File: config.mk
export PLATFORM = sky130hd
export DESIGN_NAME = clksm_top
export DESIGN_NICKNAME = d
export VERILOG_FILES = /design/src/clksm_ref_meter.v /design/src/clksm_top.v
export VERILOG_INCLUDE_DIRS = /design/src
export SDC_FILE = /design/constraint.sdc
export NUM_CORES = 1
export LEC_CHECK = 0
export BUFFER_PORTS_ARGS = -buffer_cell sky130_fd_sc_hd__buf_2
export CAP_MARGIN = 20
export CORE_ASPECT_RATIO = 1.1
export CORE_MARGIN = 3
export CORE_UTILIZATION = 34
export CTS_BUF_LIST = sky130_fd_sc_hd__clkbuf_4 sky130_fd_sc_hd__clkbuf_8 sky130_fd_sc_hd__clkbuf_16
export DETAILED_ROUTE_END_ITERATION = 10
export GPL_TIMING_DRIVEN = 0
export HOLD_SLACK_MARGIN = 0.15
export SYNTH_ARGS = -nofsm -noshare
export SYNTH_HDL_FRONTEND = slang
export SYNTH_SLANG_ARGS = --single-unit
File: constraint.sdc
create_clock -name sys_clk -period 13.9 [get_ports sys_clk]
set_clock_uncertainty 0.05 [all_clocks]
set_input_delay 2.78 -clock sys_clk [delete_from_list [all_inputs] [get_ports sys_clk]]
set_output_delay 2.78 -clock sys_clk [all_outputs]
set_load 0.005 [all_outputs]
File: src/clksm_consts.vh
/*
  Constants of the clock source and synchronisation status block: register offsets, field positions, reset
  values and timing figures. Assumes it is included by bare name from the design files of the block.
*/
// Function
// RULE1: Sample clock comes from internal generator, MADI, word clock or AES input.
// RULE2: Operate and accept references only between 28 kHz and 200 kHz.
// RULE3: Lock once tracked period matches; keep lock through small period changes.
// RULE4: Each reference reports no lock, lock or sync to software.
// RULE5: Locked and synchronous with processing clock gives sync; otherwise lock only.
// RULE6: Valid locked MADI input shows lock for MADI.
// RULE7: Master mode runs internal clock; follow mode runs from the external reference.
// RULE8: Word clock output can be driven from the clock recovered from MADI.
// RULE9: Word clock output follows the active sample rate within 28 to 200 kHz.
// RULE10: Word clock input detects double or quad rate and converts to single speed.
// RULE11: Lock and sync status re-evaluated continuously and readable at any time.
`ifndef CLKSM_CONSTS_VH
`define CLKSM_CONSTS_VH
`define CLKSM_SYS_HZ 200000000
`define CLKSM_RATE_MIN_HZ 28000
`define CLKSM_RATE_MAX_HZ 200000
`define CLKSM_SS_MAX_HZ 56000
`define CLKSM_DS_MAX_HZ 112000
`define CLKSM_LOCK_PERIODS 3'h4
`define CLKSM_TRACK_TOL 16'h0008
`define CLKSM_SYNC_TOL 16'h0001
`define CLKSM_REG_CTRL 4'h0
`define CLKSM_REG_RATE 4'h4
`define CLKSM_REG_STATUS 4'h8
`define CLKSM_REG_PERIOD 4'hC
`define CLKSM_CTRL_SRC_LSB 0
`define CLKSM_CTRL_FOLLOW_BIT 2
`define CLKSM_CTRL_WCMADI_BIT 3
`define CLKSM_CTRL_RESET 4'h0
`define CLKSM_RATE_RESET 16'h1046
`define CLKSM_SRC_INT 2'h0
`define CLKSM_SRC_MADI 2'h1
`define CLKSM_SRC_WC 2'h2
`define CLKSM_SRC_AES 2'h3
`define CLKSM_ST_NOLOCK 2'h0
`define CLKSM_ST_LOCK 2'h1
`define CLKSM_ST_SYNC 2'h2
`endif

File: src/clksm_ref_meter.v
/*
  Measures one external clock reference and decides its lock state.
  Assumes the reference pin is asynchronous to sys_clk and at most a quarter of its rate.
*/
`timescale 1ns/1ps
`include "clksm_consts.vh"
module clksm_ref_meter #(
  parameter W = 16,
  parameter CONVERT = 0,
  parameter [W-1:0] MIN_PER = 16'd1000,
  parameter [W-1:0] MAX_PER = 16'd7142,
  parameter [W-1:0] SS_PER = 16'd3571,
  parameter [W-1:0] DS_PER = 16'd1785
) (
  input wire sys_clk,
  input wire nrst,
  input wire ref_pin,
  output reg locked,
  output reg tick,
  output reg [W-1:0] period
);
  localparam [W-1:0] TOL = `CLKSM_TRACK_TOL;
  localparam [2:0] LOCK_N = `CLKSM_LOCK_PERIODS;
  reg s1, s2, s3;
  reg [W-1:0] raw_cnt;
  reg [W-1:0] tick_cnt;
  reg [1:0] div_cnt;
  reg [1:0] div_max;
  reg [2:0] good_cnt;
  reg [1:0] next_div_max;
  wire edge_seen = s2 & ~s3;
  wire [W-1:0] raw = raw_cnt + {{(W-1){1'b0}}, 1'b1};
  wire [W-1:0] tper = tick_cnt + {{(W-1){1'b0}}, 1'b1};
  wire in_range = (raw >= MIN_PER) && (raw <= MAX_PER);
  wire [W-1:0] diff = (tper > period) ? tper - period : period - tper;
  wire div_done = (div_cnt == div_max);

  always @* begin
    next_div_max = 2'd0;
    if (CONVERT != 0) begin
      if (raw < DS_PER)
        next_div_max = 2'd3; // RULE10
      else if (raw < SS_PER)
        next_div_max = 2'd1; // RULE10
    end
  end

  always @(posedge sys_clk or negedge nrst) begin
    if (!nrst) begin
      s1 <= 1'b0;
      s2 <= 1'b0;
      s3 <= 1'b0;
      raw_cnt <= {W{1'b0}};
      tick_cnt <= {W{1'b0}};
      div_cnt <= 2'd0;
      div_max <= 2'd0;
      good_cnt <= 3'd0;
      locked <= 1'b0;
      tick <= 1'b0;
      period <= {W{1'b0}};
    end else begin
      s1 <= ref_pin;
      s2 <= s1;
      s3 <= s2;
      tick <= 1'b0;
      if (tick_cnt != {W{1'b1}})
        tick_cnt <= tper;
      if (edge_seen) begin
        raw_cnt <= {W{1'b0}};
        if (!in_range) begin
          locked <= 1'b0; // RULE2
          good_cnt <= 3'd0;
          div_cnt <= 2'd0;
        end else if (next_div_max != div_max) begin
          div_max <= next_div_max;
          div_cnt <= 2'd0;
          good_cnt <= 3'd0;
          locked <= 1'b0;
        end else if (div_done) begin
          div_cnt <= 2'd0;
          tick <= 1'b1;
          tick_cnt <= {W{1'b0}};
          period <= tper;
          // Lock is kept while the period drifts by no more than the tracking window.
          if (diff <= TOL) begin
            if (good_cnt == LOCK_N)
              locked <= 1'b1; // RULE3
            else
              good_cnt <= good_cnt + 3'd1;
          end else begin
            good_cnt <= 3'd0;
            locked <= 1'b0; // RULE3
          end
        end else
          div_cnt <= div_cnt + 2'd1;
      end else if (raw_cnt > MAX_PER) begin
        locked <= 1'b0; // RULE2
        good_cnt <= 3'd0;
        div_cnt <= 2'd0;
      end else
        raw_cnt <= raw;
    end
  end
endmodule // clksm_ref_meter

File: src/clksm_top.v
/*
  Sample clock selection, lock and sync status monitor, and word clock output.
  Assumes a register master on sys_clk and reference pins asynchronous to sys_clk.
*/
`timescale 1ns/1ps
`include "clksm_consts.vh"
module clksm_top #(
  parameter SYS_HZ = `CLKSM_SYS_HZ,
  parameter MIN_HZ = `CLKSM_RATE_MIN_HZ,
  parameter MAX_HZ = `CLKSM_RATE_MAX_HZ
) (
  input wire sys_clk,
  input wire nrst,
  input wire [3:0] reg_addr,
  input wire [31:0] reg_wdata,
  input wire reg_wr,
  input wire reg_rd,
  output reg [31:0] reg_rdata,
  input wire madi_ref,
  input wire wc_ref,
  input wire aes_ref,
  output reg sample_tick,
  output reg wc_out
);
  localparam W = 16;
  localparam integer MIN_PER_I = (SYS_HZ + MAX_HZ - 1) / MAX_HZ;
  localparam integer MAX_PER_I = SYS_HZ / MIN_HZ;
  localparam integer SS_PER_I = SYS_HZ / `CLKSM_SS_MAX_HZ;
  localparam integer DS_PER_I = SYS_HZ / `CLKSM_DS_MAX_HZ;
  // Period limits in sys_clk cycles; every one of them fits the counter width.
  localparam [W-1:0] MIN_PER = MIN_PER_I[W-1:0];
  localparam [W-1:0] MAX_PER = MAX_PER_I[W-1:0];
  localparam [W-1:0] SS_PER = SS_PER_I[W-1:0];
  localparam [W-1:0] DS_PER = DS_PER_I[W-1:0];
  localparam [W-1:0] SYNC_TOL = `CLKSM_SYNC_TOL;

  reg [3:0] ctrl;
  reg [W-1:0] int_per;
  reg [W-1:0] int_cnt;
  reg int_tick;
  reg [W-1:0] act_cnt;
  reg [W-1:0] act_per;
  reg act_valid;
  reg [W-1:0] wc_cnt;
  reg [W-1:0] wc_per;
  reg [1:0] src_used;
  reg [1:0] st_madi, st_wc, st_aes;
  reg [1:0] next_src;
  reg next_tick;
  wire m_lock, w_lock, a_lock;
  wire m_tick, w_tick, a_tick;
  wire [W-1:0] m_per, w_per, a_per;
  wire [1:0] src_sel = ctrl[`CLKSM_CTRL_SRC_LSB+1:`CLKSM_CTRL_SRC_LSB];
  wire follow = ctrl[`CLKSM_CTRL_FOLLOW_BIT];
  wire wc_from_madi = ctrl[`CLKSM_CTRL_WCMADI_BIT];
  wire [W-1:0] act_next = act_cnt + {{(W-1){1'b0}}, 1'b1};
  wire [W-1:0] wc_next = wc_cnt + {{(W-1){1'b0}}, 1'b1};
  wire wc_src_tick = wc_from_madi ? m_tick : sample_tick;
  wire [W-1:0] wc_src_per = wc_from_madi ? m_per : act_per;
  wire [W-1:0] wdata_per = reg_wdata[W-1:0];

  clksm_ref_meter #(
    .W(W),
    .CONVERT(0),
    .MIN_PER(MIN_PER),
    .MAX_PER(MAX_PER),
    .SS_PER(SS_PER),
    .DS_PER(DS_PER)
  ) u_madi (
    .sys_clk(sys_clk),
    .nrst(nrst),
    .ref_pin(madi_ref),
    .locked(m_lock),
    .tick(m_tick),
    .period(m_per)
  );

  // Only the word clock input folds double and quad rate references down to single speed.
  clksm_ref_meter #(
    .W(W),
    .CONVERT(1),
    .MIN_PER(MIN_PER),
    .MAX_PER(MAX_PER),
    .SS_PER(SS_PER),
    .DS_PER(DS_PER)
  ) u_wc (
    .sys_clk(sys_clk),
    .nrst(nrst),
    .ref_pin(wc_ref),
    .locked(w_lock),
    .tick(w_tick),
    .period(w_per)
  );

  clksm_ref_meter #(
    .W(W),
    .CONVERT(0),
    .MIN_PER(MIN_PER),
    .MAX_PER(MAX_PER),
    .SS_PER(SS_PER),
    .DS_PER(DS_PER)
  ) u_aes (
    .sys_clk(sys_clk),
    .nrst(nrst),
    .ref_pin(aes_ref),
    .locked(a_lock),
    .tick(a_tick),
    .period(a_per)
  );

  // Sync means the reference period is within one cycle of the valid period of the clock that reads the data.
  function [1:0] ref_state;
    input lock;
    input [W-1:0] per;
    input [W-1:0] aper;
    input avalid;
    reg [W-1:0] d;
    begin
      d = (per > aper) ? per - aper : aper - per;
      if (!lock)
        ref_state = `CLKSM_ST_NOLOCK; // RULE4
      else if (avalid && d <= SYNC_TOL)
        ref_state = `CLKSM_ST_SYNC; // RULE5
      else
        ref_state = `CLKSM_ST_LOCK; // RULE5
    end
  endfunction

  // Follow mode falls back to the internal generator while the chosen reference has no lock.
  always @* begin
    next_src = `CLKSM_SRC_INT; // RULE7
    next_tick = int_tick;
    if (follow) begin
      case (src_sel)
        `CLKSM_SRC_MADI: begin
          if (m_lock) begin
            next_src = `CLKSM_SRC_MADI; // RULE1
            next_tick = m_tick;
          end
        end
        `CLKSM_SRC_WC: begin
          if (w_lock) begin
            next_src = `CLKSM_SRC_WC; // RULE1
            next_tick = w_tick;
          end
        end
        `CLKSM_SRC_AES: begin
          if (a_lock) begin
            next_src = `CLKSM_SRC_AES; // RULE1
            next_tick = a_tick;
          end
        end
        default: begin
          next_src = `CLKSM_SRC_INT;
          next_tick = int_tick;
        end
      endcase
    end
  end

  always @(posedge sys_clk or negedge nrst) begin
    if (!nrst) begin
      ctrl <= `CLKSM_CTRL_RESET;
      int_per <= `CLKSM_RATE_RESET;
      reg_rdata <= 32'h00000000;
    end else begin
      reg_rdata <= 32'h00000000;
      if (reg_wr) begin
        case (reg_addr)
          `CLKSM_REG_CTRL: ctrl <= reg_wdata[3:0];
          `CLKSM_REG_RATE: begin
            if (wdata_per < MIN_PER)
              int_per <= MIN_PER; // RULE2
            else if (wdata_per > MAX_PER)
              int_per <= MAX_PER; // RULE2
            else
              int_per <= wdata_per;
          end
          default: ctrl <= ctrl;
        endcase
      end
      if (reg_rd) begin
        case (reg_addr)
          `CLKSM_REG_CTRL: reg_rdata <= {28'h0000000, ctrl};
          `CLKSM_REG_RATE: reg_rdata <= {16'h0000, int_per};
          `CLKSM_REG_STATUS: reg_rdata <= {22'h000000, act_valid, (follow && src_sel != src_used),
            src_used, st_aes, st_wc, st_madi}; // RULE11
          `CLKSM_REG_PERIOD: reg_rdata <= {16'h0000, act_per};
          default: reg_rdata <= 32'h00000000;
        endcase
      end
    end
  end

  always @(posedge sys_clk or negedge nrst) begin
    if (!nrst) begin
      int_cnt <= 16'h0000;
      int_tick <= 1'b0;
      sample_tick <= 1'b0;
      src_used <= `CLKSM_SRC_INT;
      act_cnt <= 16'h0000;
      act_per <= 16'h0000;
      act_valid <= 1'b0;
      st_madi <= `CLKSM_ST_NOLOCK;
      st_wc <= `CLKSM_ST_NOLOCK;
      st_aes <= `CLKSM_ST_NOLOCK;
      wc_cnt <= 16'h0000;
      wc_per <= 16'h0000;
      wc_out <= 1'b0;
    end else begin
      int_tick <= 1'b0;
      if (int_cnt + 16'h0001 >= int_per) begin
        int_cnt <= 16'h0000;
        int_tick <= 1'b1; // RULE7
      end else
        int_cnt <= int_cnt + 16'h0001;
      sample_tick <= next_tick;
      if (src_used != next_src)
        act_valid <= 1'b0;
      src_used <= next_src;
      if (act_cnt != {W{1'b1}})
        act_cnt <= act_next;
      if (sample_tick) begin
        act_cnt <= 16'h0000;
        act_per <= act_next;
        act_valid <= (act_next >= MIN_PER) && (act_next <= MAX_PER); // RULE2
      end
      st_madi <= ref_state(m_lock, m_per, act_per, act_valid); // RULE6 RULE11
      st_wc <= ref_state(w_lock, w_per, act_per, act_valid); // RULE11
      st_aes <= ref_state(a_lock, a_per, act_per, act_valid); // RULE11
      // The word clock output is high for the first half of each wc_src_tick period; following MADI without lock, it drops after one cycle.
      if (wc_src_tick) begin
        wc_cnt <= 16'h0000;
        wc_per <= wc_src_per; // RULE8 RULE9
        wc_out <= 1'b1;
      end else begin
        if (wc_cnt != {W{1'b1}})
          wc_cnt <= wc_next;
        if (wc_next >= {1'b0, wc_per[W-1:1]} || (wc_from_madi && !m_lock))
          wc_out <= 1'b0; // RULE9
      end
    end
  end
endmodule // clksm_top

==> impl_metrics.tcl <==
set metrics [dict create \
    place_congestion 0.909 \
    wl_per_cell_microns 17.0 \
    track_usage 0.174 \
    p_sw_mw 1.38 \
    maxCapViolCount 0 \
    io_buffers 42 \
    yosysTopAreaCell "dfrtp_1" \
    p_leak_nw 13.1 \
    vias 21636 \
    post-route-min-period_ps 5330 \
    powerDensity_mw_per_mm2 124 \
    synthTopCellsByArea "dfrtp_1 (29%), ha_1 (12%), a21oi_1 (5.3%)" \
    synth_cell_types 115 \
    arrival_ps 5730 \
    fin_crit_sh 0.383 \
    synth_area_sq_mm 0.0254 \
    io_pins 77 \
    cts_setup_buffers 0 \
    clk_latency_ps 560 \
    synth_warnings 0 \
    combPwrFrac 0.385 \
    slew_headroom 0.488 \
    finalNonFillerCells 4076 \
    worstPathMaxFanout 7 \
    synth_top_area_frac 0.295 \
    place_ws_ps 8570 \
    grt_pass1_wl_microns 111000 \
    synth-edff-count 0 \
    dieArea_sq_mm 0.0780 \
    gr-total-overflow 0 \
    avgViaCountPerCell 5.31 \
    timing.fmax_mhz 188 \
    cts-resized-gates 0 \
    cts_sinks 303 \
    power_frac_seq 0.325 \
    grt_pass1_vias 20851 \
    final_util 0.383 \
    syn2layout_area_growth_pct 11.0 \
    grt_start_max_net_pins 113 \
    core_area_sq_mm 0.0735 \
    p_clk_frac 0.290 \
    fin_hold_ws_ps 296 \
    drtIter0Drc 1386 \
    yosysSeqAreaShare 0.299 \
    dpl.hpwl_microns 52900 \
    vdd_drop_max_mv 0.0961 \
    path_clk_slew_ps 60 \
    ant_nets 0 \
    worstHoldPathType "reg2reg" \
    fp.dieH_microns 293 \
    internal_power_mw 2.11 \
    end_kind "register" \
    synth_flop_cell "dfrtp_1" \
    status "complete, no violations" \
    rows 104 \
    place_area_sq_mm 0.0269 \
    drc 0 \
    final_area_sq_mm 0.0282 \
    cts_buffers 39 \
    fin_tns_setup_ps 0 \
    total_power_mw 3.48 \
    synth_async_sr_flop_share 1.00 \
    n_antenna_cell 0 \
    place_inst 4011 \
    ys_seq_elements 303 \
    ctsHtreeMaxLevel 2 \
    syn_inst 2997 \
    syn-mean-instance-area_sq_um 8.47 \
    initial_core_util 0.345 \
    drive_gt1_frac 0.0993 \
    maxSlewViolCount 0 \
    antenna_found_initial 0 \
    cts_hold_buf 0 \
    critical_path_class "reg2reg" \
    cts_tree "built" \
    first_pass_iters 5 \
    cts_root_buffer "clkbuf_16" \
    finalSetupViolations 0 \
    switching_share 0.395 \
    worstPathRequired_ps 14300 \
    die_w_microns 266 \
    start_kind "register" \
    rsz0062_at_grt "false" \
    setup_ws_ps 8570 \
    tightest_slew_ps 748 \
    cts_buffer_depth 3 \
    wirelength_microns 69500 \
    final_hold_viol_count 0 \
    nNetsFinal 3390 \
]
[sequential cells by signal, summed over array words and instances (netlist names), 3 cells and up]
signal           flops
wc_cnt              16
int_per             16
wc_per              15
u_madi.period       16
act_cnt             16
u_aes.period        16
int_cnt             16
u_wc.tick_cnt       16
u_madi.good_cnt      3
u_aes.good_cnt       3
u_wc.raw_cnt        16
u_aes.tick_cnt      16
u_aes.raw_cnt       16
act_per             16
u_wc.period         16
ctrl                 4
reg_rdata           16
u_madi.raw_cnt      16
u_madi.tick_cnt     16
u_wc.good_cnt        3
[logic make-up after synthesis]
kind of cell / Yosys count / share of synthesized area
AND/OR/NAND/NOR: 952 / 0.192
AO/OA/AOI/OAI: 800 / 0.206
buffers and inverters: 403 / 0.0702
flip-flops: 303 / 0.299
adder cells (fa/ha/maj): 249 / 0.125
XOR/XNOR: 194 / 0.0673
multiplexers: 95 / 0.0404
other: 1 / 0.000148
[layout make-up]
class                           instances  area (sq um)
Tap cell                              954          1190
Timing Repair Buffer                   45           279
Sequential cell                       303          7590
Inverter                              239           897
Fill cell                            7475         45300
Clock inverter                         14           188
Buffer                                164           885
Clock buffer                           51          1080
Multi-Input combinational cell       2306         16100
[cell usage after synthesis (all sizes together), types with 9 or more instances]
| master | number |
|---|---|
| dfrtp | 299 |
| a211o | 9 |
| ha | 243 |
| nor2 | 246 |
| nand2b | 23 |
| and3 | 62 |
| nand3b | 9 |
| inv | 239 |
| buf | 102 |
| o21ai | 168 |
| nor2b | 45 |
| o21bai | 19 |
| xor2 | 103 |
| o22ai | 16 |
| a21oi | 278 |
| o211ai | 25 |
| nand3 | 112 |
| a31oi | 27 |
| nand2 | 203 |
| and4 | 12 |
| xnor2 | 91 |
| mux2i | 71 |
| nor3 | 58 |
| nor4 | 22 |
| or4 | 12 |
| o31ai | 13 |
| nand4 | 57 |
| clkbuf | 62 |
| a22oi | 10 |
| nor3b | 9 |
| a2111oi | 11 |
| mux2 | 20 |
| a211oi | 27 |
| a31o | 9 |
| or3 | 21 |
| and2 | 26 |
| or2 | 18 |
| o21a | 27 |
| a311oi | 11 |
| a21o | 52 |
[worst max-delay path: stages (launching register included)]
cell,delay (ps)
dfrtp_1,470
ha_1,240
nand3_1,150
or4_1,630
nor2_1,230
xnor2_1,240
inv_1,90
ha_1,400
nand4_1,160
or2_0,300
nor3b_1,170
a211oi_2,470
mux2_1,390
o21ai_0,290
nand3_1,110
a21oi_1,460
o32ai_1,180
o21bai_1,180
[power groups by stage]
stage                     registers (mW)  logic, mW  clock network [mW]
after floorplan                     1.05       1.01                   0
after global placement              1.15       1.31                   0
after detailed placement            1.15       1.32                   0
after CTS                           1.13       1.33                1.04
after global routing                1.14       1.50                1.08
final                               1.13       1.34                1.01
[cells in the final DEF (no fill, tap or decap), drive strengths merged, types with 13 or more instances in the layout]
cell / instances
and3: 62
nand2b: 23
mux2: 20
a31oi: 27
o22ai: 16
or3: 21
xnor2: 91
nor2: 246
o21ai: 168
o211ai: 25
nand2: 203
clkbuf: 113
and2: 26
nor3: 58
o21bai: 19
buf: 147
ha: 243
inv: 240
xor2: 103
nor4: 22
nand4: 57
o31ai: 13
a21oi: 278
conb: 16
nor2b: 45
a211oi: 27
nand3: 112
o21a: 27
mux2i: 71
dfrtp: 299
or2: 18
a21o: 52
[layer usage]
metal,vias up,track usage,wire length (microns)
met5,-,0,0
met4,0,0.0717,2850
met3,124,0.0202,2320
met2,406,0.298,33000
met1,10260,0.224,31300
li1,10846,-,-
[final timing paths]
kind                                            start                            end  slack, ps  depth (start not counted)
max                        u_wc.tick_cnt[0]$_DFF_PN0_   u_wc.good_cnt[1]$_DFFE_PN0P_       8570                         17
min                                u_aes.s1$_DFF_PN0_             u_aes.s2$_DFF_PN0_        300                          0
max reg2reg                u_wc.tick_cnt[0]$_DFF_PN0_   u_wc.good_cnt[1]$_DFFE_PN0P_       8570                         17
min reg2reg                        u_aes.s1$_DFF_PN0_             u_aes.s2$_DFF_PN0_        300                          0
max in group asynchronous                        nrst    u_wc.raw_cnt[3]$_DFFE_PN0P_      10570                          2
min in group asynchronous                        nrst  u_madi.period[15]$_DFFE_PN0P_       2160                          1
Power figures use the tool's default switching activity.
